`config.mk`:
```
export PLATFORM = sky130hd
export DESIGN_NAME = bctl_device_flat
export DESIGN_NICKNAME = d
export VERILOG_FILES = /design/src/hdl/bctl_if.sv /design/src/hdl/bctl_lfsr.sv /design/src/hdl/bctl_device.sv /design/src/flat_wrapper.sv
export VERILOG_INCLUDE_DIRS = /design/src /design/src/hdl
export SDC_FILE = /design/constraint.sdc
export NUM_CORES = 1
export LEC_CHECK = 0
export BUFFER_PORTS_ARGS = -buffer_cell sky130_fd_sc_hd__buf_2
export CORE_MARGIN = 3
export CORE_UTILIZATION = 55
export CTS_BUF_LIST = sky130_fd_sc_hd__clkbuf_4 sky130_fd_sc_hd__clkbuf_8
export CTS_CLUSTER_SIZE = 8
export DETAILED_ROUTE_END_ITERATION = 6
export PLACE_DENSITY = 0.81
export SLEW_MARGIN = 20
export SYNTH_ARGS = -nofsm -noshare
export SYNTH_HDL_FRONTEND = slang
export SYNTH_SLANG_ARGS = --single-unit
```
`constraint.sdc`:
```
create_clock -name clk_i -period 6.1 [get_ports clk_i]
set_input_delay 1.22 -clock clk_i [delete_from_list [all_inputs] [get_ports clk_i]]
set_output_delay 1.22 -clock clk_i [all_outputs]
set_load 0.02 [all_outputs]
```
`src/hdl/bctl_regs.svh`:
```
/*
 Register offsets, field positions, reset values and command layout of the
 branch cache tuning and lock block. Assumes it is included by bare name.
*/
`ifndef BCTL_REGS_SVH
`define BCTL_REGS_SVH

// -----------------------------------------------------------------
// Device special function registers
// -----------------------------------------------------------------
`define BCTL_TUNING_ADDR 8'hc9
`define BCTL_LOCK_ADDR 8'hd2
`define BCTL_ACC_ADDR 8'hd3
`define BCTL_TUNING_RST 8'h04
`define BCTL_LOCK_RST 8'h1f
`define BCTL_ACC_RST 8'h00
`define BCTL_ALG_BIT 3
`define BCTL_FIX_BIT 2
`define BCTL_PUSH_BIT 7
`define BCTL_POP_BIT 6
`define BCTL_RSVD_BIT 5
`define BCTL_OVF_BIT 7
`define BCTL_PTR_NOPOP 5'h1e
`define BCTL_PTR_LAST 5'h01

// -----------------------------------------------------------------
// Controller registers on APB
// -----------------------------------------------------------------
`define BCTL_CMD_OFS 8'h00
`define BCTL_STATUS_OFS 8'h04
`define BCTL_CMD_WE_BIT 16
`define BCTL_CMD_SEQ_BIT 17
`define BCTL_ST_BUSY_BIT 8
`define BCTL_ST_REFUSED_BIT 9
`define BCTL_ST_OVF_BIT 24

`endif

```
`src/hdl/bctl_if.sv`:
```
/*
 Special function register access path between the controller end and the
 cache tuning device. Assumes both ends run on the same clock.
*/
`timescale 1ns/1ps

interface bctl_if;
   logic req;
   logic we;
   logic [7:0] addr;
   logic [7:0] wdata;
   logic ack;
   logic [7:0] rdata;

   modport dev (
      input req,
      input we,
      input addr,
      input wdata,
      output ack,
      output rdata
   );

   modport ctl (
      output req,
      output we,
      output addr,
      output wdata,
      input ack,
      input rdata
   );
endinterface

```
`src/hdl/bctl_lfsr.sv`:
```
/*
 Free running maximal length shift register for pseudo-random slot choice.
 Assumes a nonzero seed; taps suit the default width of five.
*/
`timescale 1ns/1ps

module bctl_lfsr #(
   parameter int W = 5,
   parameter logic [W-1:0] SEED = 5'h01
) (
   // Clock and reset
   input wire logic clk_i,
   input wire logic rst_b_i,
   // Value
   output logic [W-1:0] rnd_o
);

   always_ff @(posedge clk_i or negedge rst_b_i) begin
      if (!rst_b_i) begin
         rnd_o <= SEED;
      end else begin
         rnd_o <= {rnd_o[W-2:0], rnd_o[W-1] ^ rnd_o[2]};
      end
   end

endmodule // bctl_lfsr

```
`src/hdl/bctl_device.sv`:
```
/*
 Cache tuning, slot lock stack and miss penalty accumulator of a branch
 target cache. Assumes the fetch path raises stall_i in each cycle the core
 waits on a miss, then pulses fill_i in the cycle after the last such cycle.

// Notes on behaviour
// - Select bounce or pseudo-random replacement by bit.
// - Bounce walks up, then down, repeating.
// - Fixed-slot bit sends table-read fills to slot 0.
// - Cache only when stall exceeds miss threshold.
// - Threshold zero caches every stalling miss.
// - Push locks table-read segment, then decrements pointer.
// - Pop increments pointer; pop bit reads zero.
// - No pop at pointer 11110b, nor extra pops.
// - Pointer read-only; slots above it never replaced.
// - Pointer zero leaves whole cache unlocked.
// - At most thirty slots locked at once.
// - Reserved lock bit reads zero, written zero.
// - Accumulator counts every miss stall cycle.
// - Upper bits in accumulator register, lower in tuning.
// - Upper read latches lower bits for later.
// - Read upper field before lower field.
// - Upper write loads field, clears low five.
// - Bit zero hidden; total is twice fields.
// - Overflow flag sticky until accumulator written.
*/
// The implementer's own choice: the APB slave port.
`timescale 1ns/1ps
`include "bctl_regs.svh"

module bctl_device (
   // Clock and reset
   input wire logic clk_i,
   input wire logic rst_b_i,
   // Register access
   bctl_if.dev sfr,
   // Fetch path
   input wire logic stall_i,
   input wire logic fill_i,
   input wire logic fill_table_read_i,
   // Cache array write port
   output logic cache_wr_o,
   output logic [4:0] cache_wr_slot_o
);

   // -----------------------------------------------------------------
   // State
   // -----------------------------------------------------------------
   logic [11:0] acc;
   logic acc_ovf;
   logic [3:0] lo_snap;
   logic alg_random;
   logic fixed_slot;
   logic [1:0] miss_threshold;
   logic lock_push_enable;
   logic [4:0] lock_slot_pointer;
   logic [2:0] stall_run;
   logic [4:0] bounce_idx;
   logic bounce_down;
   logic [4:0] rnd;

   // -----------------------------------------------------------------
   // Decode
   // -----------------------------------------------------------------
   logic wr_tuning;
   logic wr_lock;
   logic wr_acc;
   logic rd_acc;
   logic lock_pop;
   logic [4:0] limit;
   logic [4:0] bounce_victim;
   logic [4:0] victim;
   logic do_push;
   logic do_fill;
   logic fix_hit;
   logic [4:0] slot;

   assign wr_tuning = sfr.req && sfr.we && (sfr.addr == `BCTL_TUNING_ADDR);
   assign wr_lock = sfr.req && sfr.we && (sfr.addr == `BCTL_LOCK_ADDR);
   assign wr_acc = sfr.req && sfr.we && (sfr.addr == `BCTL_ACC_ADDR);
   assign rd_acc = sfr.req && !sfr.we && (sfr.addr == `BCTL_ACC_ADDR);
   assign lock_pop = wr_lock && sfr.wdata[`BCTL_POP_BIT];

   // -----------------------------------------------------------------
   // Replacement choice
   // -----------------------------------------------------------------
   bctl_lfsr #(
      .W(5),
      .SEED(5'h01)
   ) u_lfsr (
      .clk_i(clk_i),
      .rst_b_i(rst_b_i),
      .rnd_o(rnd)
   );

   // Unlocked slots run from zero up to the pointer; pointer zero unlocks every slot.
   assign limit = (lock_slot_pointer == 5'h00) ? 5'h1f : lock_slot_pointer;
   assign bounce_victim = (bounce_idx > limit) ? limit : bounce_idx;
   // A random value that lands on a locked slot falls back to the bounce
   // choice, which costs some randomness but never needs a divider.
   assign victim = (alg_random && (rnd <= limit)) ? rnd : bounce_victim;

   assign do_push = fill_i && fill_table_read_i && lock_push_enable;
   assign do_fill = fill_i && !do_push && (stall_run > {1'b0, miss_threshold});
   assign fix_hit = fill_table_read_i && fixed_slot;

   always_comb begin
      if (do_push) begin
         slot = lock_slot_pointer;
      end else if (fix_hit) begin
         slot = 5'h00;
      end else begin
         slot = victim;
      end
   end

   // -----------------------------------------------------------------
   // Tuning register
   // -----------------------------------------------------------------
   always_ff @(posedge clk_i or negedge rst_b_i) begin
      if (!rst_b_i) begin
         alg_random <= 1'(`BCTL_TUNING_RST >> `BCTL_ALG_BIT);
         fixed_slot <= 1'b1;
         miss_threshold <= 2'h0;
      end else if (wr_tuning) begin
         alg_random <= sfr.wdata[`BCTL_ALG_BIT];
         fixed_slot <= sfr.wdata[`BCTL_FIX_BIT];
         miss_threshold <= sfr.wdata[1:0];
      end
   end

   // -----------------------------------------------------------------
   // Lock stack
   // -----------------------------------------------------------------
   always_ff @(posedge clk_i or negedge rst_b_i) begin
      if (!rst_b_i) begin
         lock_push_enable <= 1'b0;
      end else if (wr_lock) begin
         lock_push_enable <= sfr.wdata[`BCTL_PUSH_BIT];
      end
   end

   // Software cannot write the pointer; only push and pop move it.
   always_ff @(posedge clk_i or negedge rst_b_i) begin
      if (!rst_b_i) begin
         lock_slot_pointer <= 5'h1f;
      end else if (do_push && !lock_pop) begin
         lock_slot_pointer <= lock_slot_pointer - 5'h01;
      end else if (lock_pop && !do_push) begin
         lock_slot_pointer <= lock_slot_pointer + 5'h01;
      end
   end

   // -----------------------------------------------------------------
   // Bounce walker
   // -----------------------------------------------------------------
   always_ff @(posedge clk_i or negedge rst_b_i) begin
      if (!rst_b_i) begin
         bounce_idx <= 5'h00;
         bounce_down <= 1'b0;
      end else if (do_fill && !fix_hit && !alg_random) begin
         if (!bounce_down) begin
            if (bounce_victim >= limit) begin
               bounce_down <= 1'b1;
               bounce_idx <= bounce_victim - 5'h01;
            end else begin
               bounce_idx <= bounce_victim + 5'h01;
            end
         end else begin
            if (bounce_victim == 5'h00) begin
               bounce_down <= 1'b0;
               bounce_idx <= 5'h01;
            end else begin
               bounce_idx <= bounce_victim - 5'h01;
            end
         end
      end
   end

   // -----------------------------------------------------------------
   // Miss stall length
   // -----------------------------------------------------------------
   // Saturates at seven, which is already above any threshold.
   always_ff @(posedge clk_i or negedge rst_b_i) begin
      if (!rst_b_i) begin
         stall_run <= 3'h0;
      end else if (fill_i) begin
         stall_run <= 3'h0;
      end else if (stall_i && (stall_run != 3'h7)) begin
         stall_run <= stall_run + 3'h1;
      end
   end

   // -----------------------------------------------------------------
   // Miss penalty accumulator
   // -----------------------------------------------------------------
   always_ff @(posedge clk_i or negedge rst_b_i) begin
      if (!rst_b_i) begin
         acc <= 12'h000;
      end else if (wr_acc) begin
         acc <= {sfr.wdata[6:0], 5'h00};
      end else if (stall_i) begin
         acc <= acc + 12'h001;
      end
   end

   // An overflow in the same cycle as a write still sets the flag.
   always_ff @(posedge clk_i or negedge rst_b_i) begin
      if (!rst_b_i) begin
         acc_ovf <= 1'b0;
      end else if (stall_i && (acc == 12'hfff)) begin
         acc_ovf <= 1'b1;
      end else if (wr_acc) begin
         acc_ovf <= 1'b0;
      end
   end

   always_ff @(posedge clk_i or negedge rst_b_i) begin
      if (!rst_b_i) begin
         lo_snap <= 4'h0;
      end else if (rd_acc) begin
         lo_snap <= acc[4:1];
      end
   end

   // -----------------------------------------------------------------
   // Read answer
   // -----------------------------------------------------------------
   always_ff @(posedge clk_i or negedge rst_b_i) begin
      if (!rst_b_i) begin
         sfr.ack <= 1'b0;
         sfr.rdata <= 8'h00;
      end else begin
         sfr.ack <= sfr.req;
         if (!sfr.req || sfr.we) begin
            sfr.rdata <= 8'h00;
         end else if (sfr.addr == `BCTL_TUNING_ADDR) begin
            sfr.rdata <= {lo_snap, alg_random, fixed_slot, miss_threshold};
         end else if (sfr.addr == `BCTL_LOCK_ADDR) begin
            sfr.rdata <= {lock_push_enable, 1'b0, 1'b0, lock_slot_pointer};
         end else if (sfr.addr == `BCTL_ACC_ADDR) begin
            sfr.rdata <= {acc_ovf, acc[11:5]};
         end else begin
            sfr.rdata <= 8'h00;
         end
      end
   end

   // -----------------------------------------------------------------
   // Cache write port
   // -----------------------------------------------------------------
   always_ff @(posedge clk_i or negedge rst_b_i) begin
      if (!rst_b_i) begin
         cache_wr_o <= 1'b0;
         cache_wr_slot_o <= 5'h00;
      end else begin
         cache_wr_o <= do_push || do_fill;
         cache_wr_slot_o <= slot;
      end
   end

endmodule // bctl_device

```
`src/flat_wrapper.sv`:
```
// flat-port wrapper written by rule: the top's interface ports become plain ports
module bctl_device_flat 
  (clk_i, rst_b_i, stall_i, fill_i, fill_table_read_i, cache_wr_o, cache_wr_slot_o, sfr_req, sfr_we, sfr_addr, sfr_wdata, sfr_ack, sfr_rdata);
  bctl_if sfr_i ();
  input wire logic clk_i;
  input wire logic rst_b_i;
  input wire logic stall_i;
  input wire logic fill_i;
  input wire logic fill_table_read_i;
  output logic cache_wr_o;
  output logic [4:0] cache_wr_slot_o;
  input wire logic [$bits(sfr_i.req)-1:0] sfr_req;
  input wire logic [$bits(sfr_i.we)-1:0] sfr_we;
  input wire logic [$bits(sfr_i.addr)-1:0] sfr_addr;
  input wire logic [$bits(sfr_i.wdata)-1:0] sfr_wdata;
  output wire logic [$bits(sfr_i.ack)-1:0] sfr_ack;
  output wire logic [$bits(sfr_i.rdata)-1:0] sfr_rdata;
  assign sfr_i.req = sfr_req;
  assign sfr_i.we = sfr_we;
  assign sfr_i.addr = sfr_addr;
  assign sfr_i.wdata = sfr_wdata;
  assign sfr_ack = sfr_i.ack;
  assign sfr_rdata = sfr_i.rdata;
  bctl_device u_core (.clk_i(clk_i), .rst_b_i(rst_b_i), .sfr(sfr_i), .stall_i(stall_i), .fill_i(fill_i), .fill_table_read_i(fill_table_read_i), .cache_wr_o(cache_wr_o), .cache_wr_slot_o(cache_wr_slot_o));
endmodule
```
Yosys cells after proc, flatten, opt, wreduce, memory -nomap -nowiden
Cells that the tools add are included.

cells by class
  $add $sub $neg = 6
  order comparisons = 4
  eq/ne operators = 5
  mux-type cells = 23
  bitwise operators = 1
  reductions and logical operators = 33

operators with widths
  cell                                                                 count
  5-bit two-way mux                                                    10
  8-bit two-way mux                                                    4
  8-bit equality test (second input constant)                          3
  12-bit two-way mux                                                   2
  1-bit logical AND                                                    19
  12-bit by 1-bit adder with 12-bit output (second input constant)     1
  12-bit equality test (second input constant)                         1
  5-bit by 1-bit adder with 5-bit output (second input constant)       2
  5-bit logical NOT                                                    2
  5-bit by 1-bit subtractor with 5-bit output (second input constant)  2
  2-bit nonzero test                                                   4
  1-bit logical NOT                                                    6
  3-bit two-way mux                                                    2
  5-bit greater-or-equal comparator                                    1
  5-bit greater-than comparator                                        1
  5-bit <= comparator                                                  1
  1-bit two-way mux                                                    5
  3-bit by 1-bit adder with 3-bit output (second input constant)       1
  3-bit by 2-bit greater-than comparator with 1-bit output             1
  3-bit inequality test (second input constant)                        1
  1-bit logical OR                                                     2
  1-bit bitwise XOR                                                    1

word-level totals
  bits in registers = 56
  bits of input ports = 23
  logic and storage cells = 88

Logic depth before layout (Yosys ltp)
  word-level depth = 7
  mapped depth = 21
  mapped depth without buffers = 20

Hierarchy
A second synthesis with hierarchy kept.

second synthesis, totals
  cells, all modules = 351
  area, all modules = 3474.6 um2

by module, submodules not included
  module       instances  cells each  area an instance (um2)  sequential area each (um2)
  bctl_device  1          345         3339.5                  1283.7
  bctl_lfsr    1          6           135.1                   126.4

Worst setup path before layout
Ideal clock, no wire load.

  path type = flip-flop to flip-flop
  start point = register u_core.lock_slot_pointer[1]
  end point = register u_core.bounce_idx[4]
  data arrival time = 4.575 ns
  required time = 5.971 ns
  setup slack = 1.396 ns
  stages on the path, launching flop included = 20
  cell sequence = dfstp_2 > buf_2 > o41ai_1 > ha_1 > nor2b_1 > o31ai_1 > maj3_2 > o2111ai_1 > nand3_1 > mux2_2 > inv_1 > ha_1 > nand2b_1 > a21o_1 > a21o_1 > a21o_1 > a21oi_2 > nor3_1 > a22o_2 > o41a_1

between the ends
  longest elaborated chain between the ends = 7

RTL lines
  what                                                                  line                                    text
  from (decl)                                                           bctl_device.sv:56                       logic [4:0] lock_slot_pointer;
  from (signal assigned)                                                bctl_device.sv:148                      lock_slot_pointer <= lock_slot_pointer - 5'h01;
  from (signal assigned)                                                bctl_device.sv:150                      lock_slot_pointer <= lock_slot_pointer + 5'h01;
  5-bit logical NOT                                                     bctl_device.sv:97                       assign limit = (lock_slot_pointer == 5'h00) ? 5'h1f : lock_slot_pointer;
  5-bit two-way mux *                                                   bctl_device.sv:97
  5-bit greater-than comparator                                         bctl_device.sv:98                       assign bounce_victim = (bounce_idx > limit) ? limit : bounce_idx;
  5-bit two-way mux                                                     bctl_device.sv:98
  5-bit by 1-bit adder with 5-bit output, or another cell as far along  bctl_device.sv:167                      bounce_idx <= bounce_victim + 5'h01;
  5-bit two-way mux (on tied branches)                                  bctl_device.sv:163, bctl_device.sv:170
  5-bit two-way mux *                                                   bctl_device.sv:162                      if (!bounce_down) begin
  to (signal assigned)                                                  bctl_device.sv:165                      bounce_idx <= bounce_victim - 5'h01;
  to (signal assigned)                                                  bctl_device.sv:167
  to (signal assigned)                                                  bctl_device.sv:174                      bounce_idx <= bounce_victim - 5'h01;
  to (decl)                                                             bctl_device.sv:58                       logic [4:0] bounce_idx;

Mark *: on every way between the ends. The rest lies on a longest branch, timed or not.
A chain may end at the register's enable or synchronous reset.

Worst setup path after layout
  start point = register u_core.lock_slot_pointer[1]
  end point = register u_core.bounce_idx[3]

The elaborated chain is that of the path after synthesis.

==> out/metrics.csv <==
metric,value,unit
warnings from Yosys,0,
CP endpoint kind,flop,
Synth-to-Final Area Change,9.71,%
Yosys top cell area share,35.5,%
first-pass GRT wire length,12.8,mm
Buffers on Ports,37,
ys async rst share,100,%
Max Slew Vio Count,0,
Setup Skew,8.99,ps
post-DP HPWL,5.84,mm
ranking of synthesized cells by area,"dfrtp_1 (36%), ha_1 (7.2%), dfstp_2 (5.3%)",
share of layout cells above drive strength 1,21.2,%
Die Area,7260,um2
static leakage,0.00183,uW
# DRC,0,
most frequent CP cell,a21o_1,
clock buffer depth,2,
Critical Path Source Type,flop,
initial cell density of the core,57.6,%
clock sinks,56,
Fin Setup TNS,0,ps
CTS buffer count,5,
critical path's slowest cell,dfstp_2,
Reg area,1410,um2
initial antenna violation count,0,
GRT Total Usage,22.0,%
number of global-route vias before repair,2627,
Max Cap Violations,0,
syn avg cell area,9.81,um2
Avg WL per Cell,16.8,um
Synth cell types,64,
# setup viols final,0,
status,completed,
register area share after synthesis,40.8,%
most frequent cell after synthesis,dfrtp_1,
crit-path cells,o41ai_1 > buf_4 > ha_1 > nor4b_1 > o22ai_1 > o2111ai_1 > nand3_1 > mux2_2 > inv_1 > ha_1 > nand2b_1 > a21o_1 > a21o_1 > a21o_1 > a21oi_2 > mux2i_1 > mux2i_1 > xnor2_1 > o31ai_1,
Pre-antenna DRT Iters,5,
Final Hold Vio Count,0,
GRT overflow,0,
Peak VDD IR,0.217,mV
hold path start,u_core.u_lfsr.rnd_o[0],
fin cells,462,
Syn Inst Count,352,
Placed Instances,454,
I/O pin cnt,38,
Synth top cells by count,"dfrtp_1 (49), nand2_1 (29), nor2_1 (29)",
Final Net Count,430,
Via density,6.17,
crit-path max cell delay,660,ps
crit-path max FO,12,
setup repair bufs after CTS,0,
worst setup path start,u_core.lock_slot_pointer[1],
die span in y,85.2,um
clock latency on the worst-skew pair,320,ps
CTS H-tree lvls,2,
ant diodes,0,
worst hold-check path type,flop to flop,
DRT Wirelength,7.78,mm
"Clk pin slew, worst setup/hold paths",100,ps
row count,28,
Hold Buf Count CTS,0,
normalized max-slew margin,54.0,%
f_max,0.204,GHz
Worst Tran Pin Value,690,ps
worst setup path class,flop to flop,
Iteration-0 DRC Markers,260,
ANT nets after route,0,
RSZ-0062 raised after global routing,false,
Fillers,496,
fin crit share,80.5,%
routed vias,2851,
Final Util,63.2,%
core area,5990,um2
leading area contributor after synthesis,dfrtp_1,
Clock Root Buffer,clkbuf_8,
worst setup margin,1190,ps
CTS tree,done,
multi-input logic area,1880,um2
Power Density,374,nW/um2
Synth Register Bits,56,
largest net degree at the start of global routing,57,
number of synthesized flops with an enable pin,0,
GPL Wtd Cong,0.924,
"Top FF cell, synth",dfrtp_1,
Mapped Area,3450,um2
required time of the critical path,6330,ps
total power,1420,uW
Tmin final,4910,ps
R2R Path Start,u_core.lock_slot_pointer[1],
Resized cells post-CTS,0,
Setup WS pre-CTS,1310,ps
worst path arrival time,5140,ps
Die Span X,85.2,um
"Net Count, Synth",396,
[stage by stage]
stage | cell area [um2] | hold slack [ps]
after floorplan | 3450 | 389
after global placement | 3690 | 412
after detailed placement | 3690 | 405
after CTS | 3790 | 423
after global routing | 3790 | 431
final | 3790 | 424
[final cells by class]
cell class | instances | area share (%)
repair buffers | 42 | 5.88
well taps | 75 | 2.48
clock inverters | 3 | 0.727
flip-flops and latches | 56 | 37.2
inverters | 21 | 2.15
multi-input cells | 260 | 49.7
clock buffers | 5 | 1.82
[power by group]
group | leakage, uW | switching, uW | total (uW) | internal [uW]
combinational | 0.00107 | 388 | 689 | 301
sequential | 0.000716 | 72.6 | 511 | 438
clock | 0.0000463 | 131 | 215 | 84.6
[cell usage in the layout, fill, tap and decap left out, types with 3 or more instances in the layout]
cell | netlist | layout
xnor2_1 | 11 | 11
a222oi_1 | 6 | 6
nand2_1 | 29 | 29
nor2_1 | 29 | 29
dfrtp_1 | 49 | 49
and3_1 | 9 | 9
inv_1 | 20 | 20
a21o_1 | 7 | 7
a21oi_1 | 10 | 10
nand2b_1 | 6 | 6
a31oi_1 | 3 | 3
nand3_1 | 10 | 10
dfstp_2 | 7 | 7
nor4_1 | 6 | 6
xor2_1 | 12 | 12
clkbuf_8 | 0 | 5
o21ai_0 | 22 | 22
mux2i_1 | 13 | 13
nor3_1 | 4 | 4
buf_2 | 2 | 37
ha_1 | 20 | 20
o31ai_1 | 4 | 4
mux2_2 | 11 | 11
buf_4 | 1 | 5
[worst paths after layout]
| check | end | slack [ps] | cells past startpoint |
|---|---|---|---|
| setup / recovery | u_core.bounce_idx[3] | 1190 | 19 |
| hold / removal | u_core.u_lfsr.rnd_o[1] | 420 | 0 |
| setup reg to reg | u_core.bounce_idx[3] | 1190 | 19 |
| hold reg to reg | u_core.u_lfsr.rnd_o[1] | 420 | 0 |
| max in group asynchronous | u_core.alg_random | 4620 | 2 |
| min in group asynchronous | u_core.lock_push_enable | 1010 | 2 |
[flip-flops by register name, indices dropped and copies added, names as in the netlist]
register                  cells
u_core.lock_slot_pointer      5
u_core.u_lfsr.rnd_o           5
u_core.sfr.ack                1
u_core.lock_push_enable       1
u_core.sfr.rdata              8
u_core.cache_wr_slot_o        5
u_core.stall_run              3
u_core.miss_threshold         2
u_core.bounce_idx             5
u_core.acc                   12
u_core.alg_random             1
u_core.cache_wr_o             1
u_core.acc_ovf                1
u_core.lo_snap                4
u_core.bounce_down            1
u_core.fixed_slot             1
[worst max-delay path: cells and delay by family, from the launching register on]
family | cells | cell delay (ps)
AOI/OAI and AO/OA | 8 | 1560
muxes | 3 | 810
and+or+nand+nor | 3 | 900
buffers and inverters | 2 | 260
adders and majority gates | 2 | 520
DFF | 1 | 660
xor gates and xnor gates | 1 | 150
[layer usage]
metal	global-route usage [%]	vias up	wire length, um
met4	5.61	0	137
met2	33.8	109	3680
met3	4.56	18	532
met5	0	-	0
li1	-	1337	-
met1	31.8	1387	3430
[logic make-up after synthesis]
family                     count (synthesis)  share of synthesized area, %
buffers and inverters                     36                          4.60
muxes                                     26                          8.19
and+or+nand+nor                          110                          16.3
xor gates and xnor gates                  23                          5.84
AOI/OAI and AO/OA                         77                          15.5
adders and majority gates                 24                          8.77
DFF                                       56                          40.8
No activity file was read; power rests on OpenSTA's default activity.
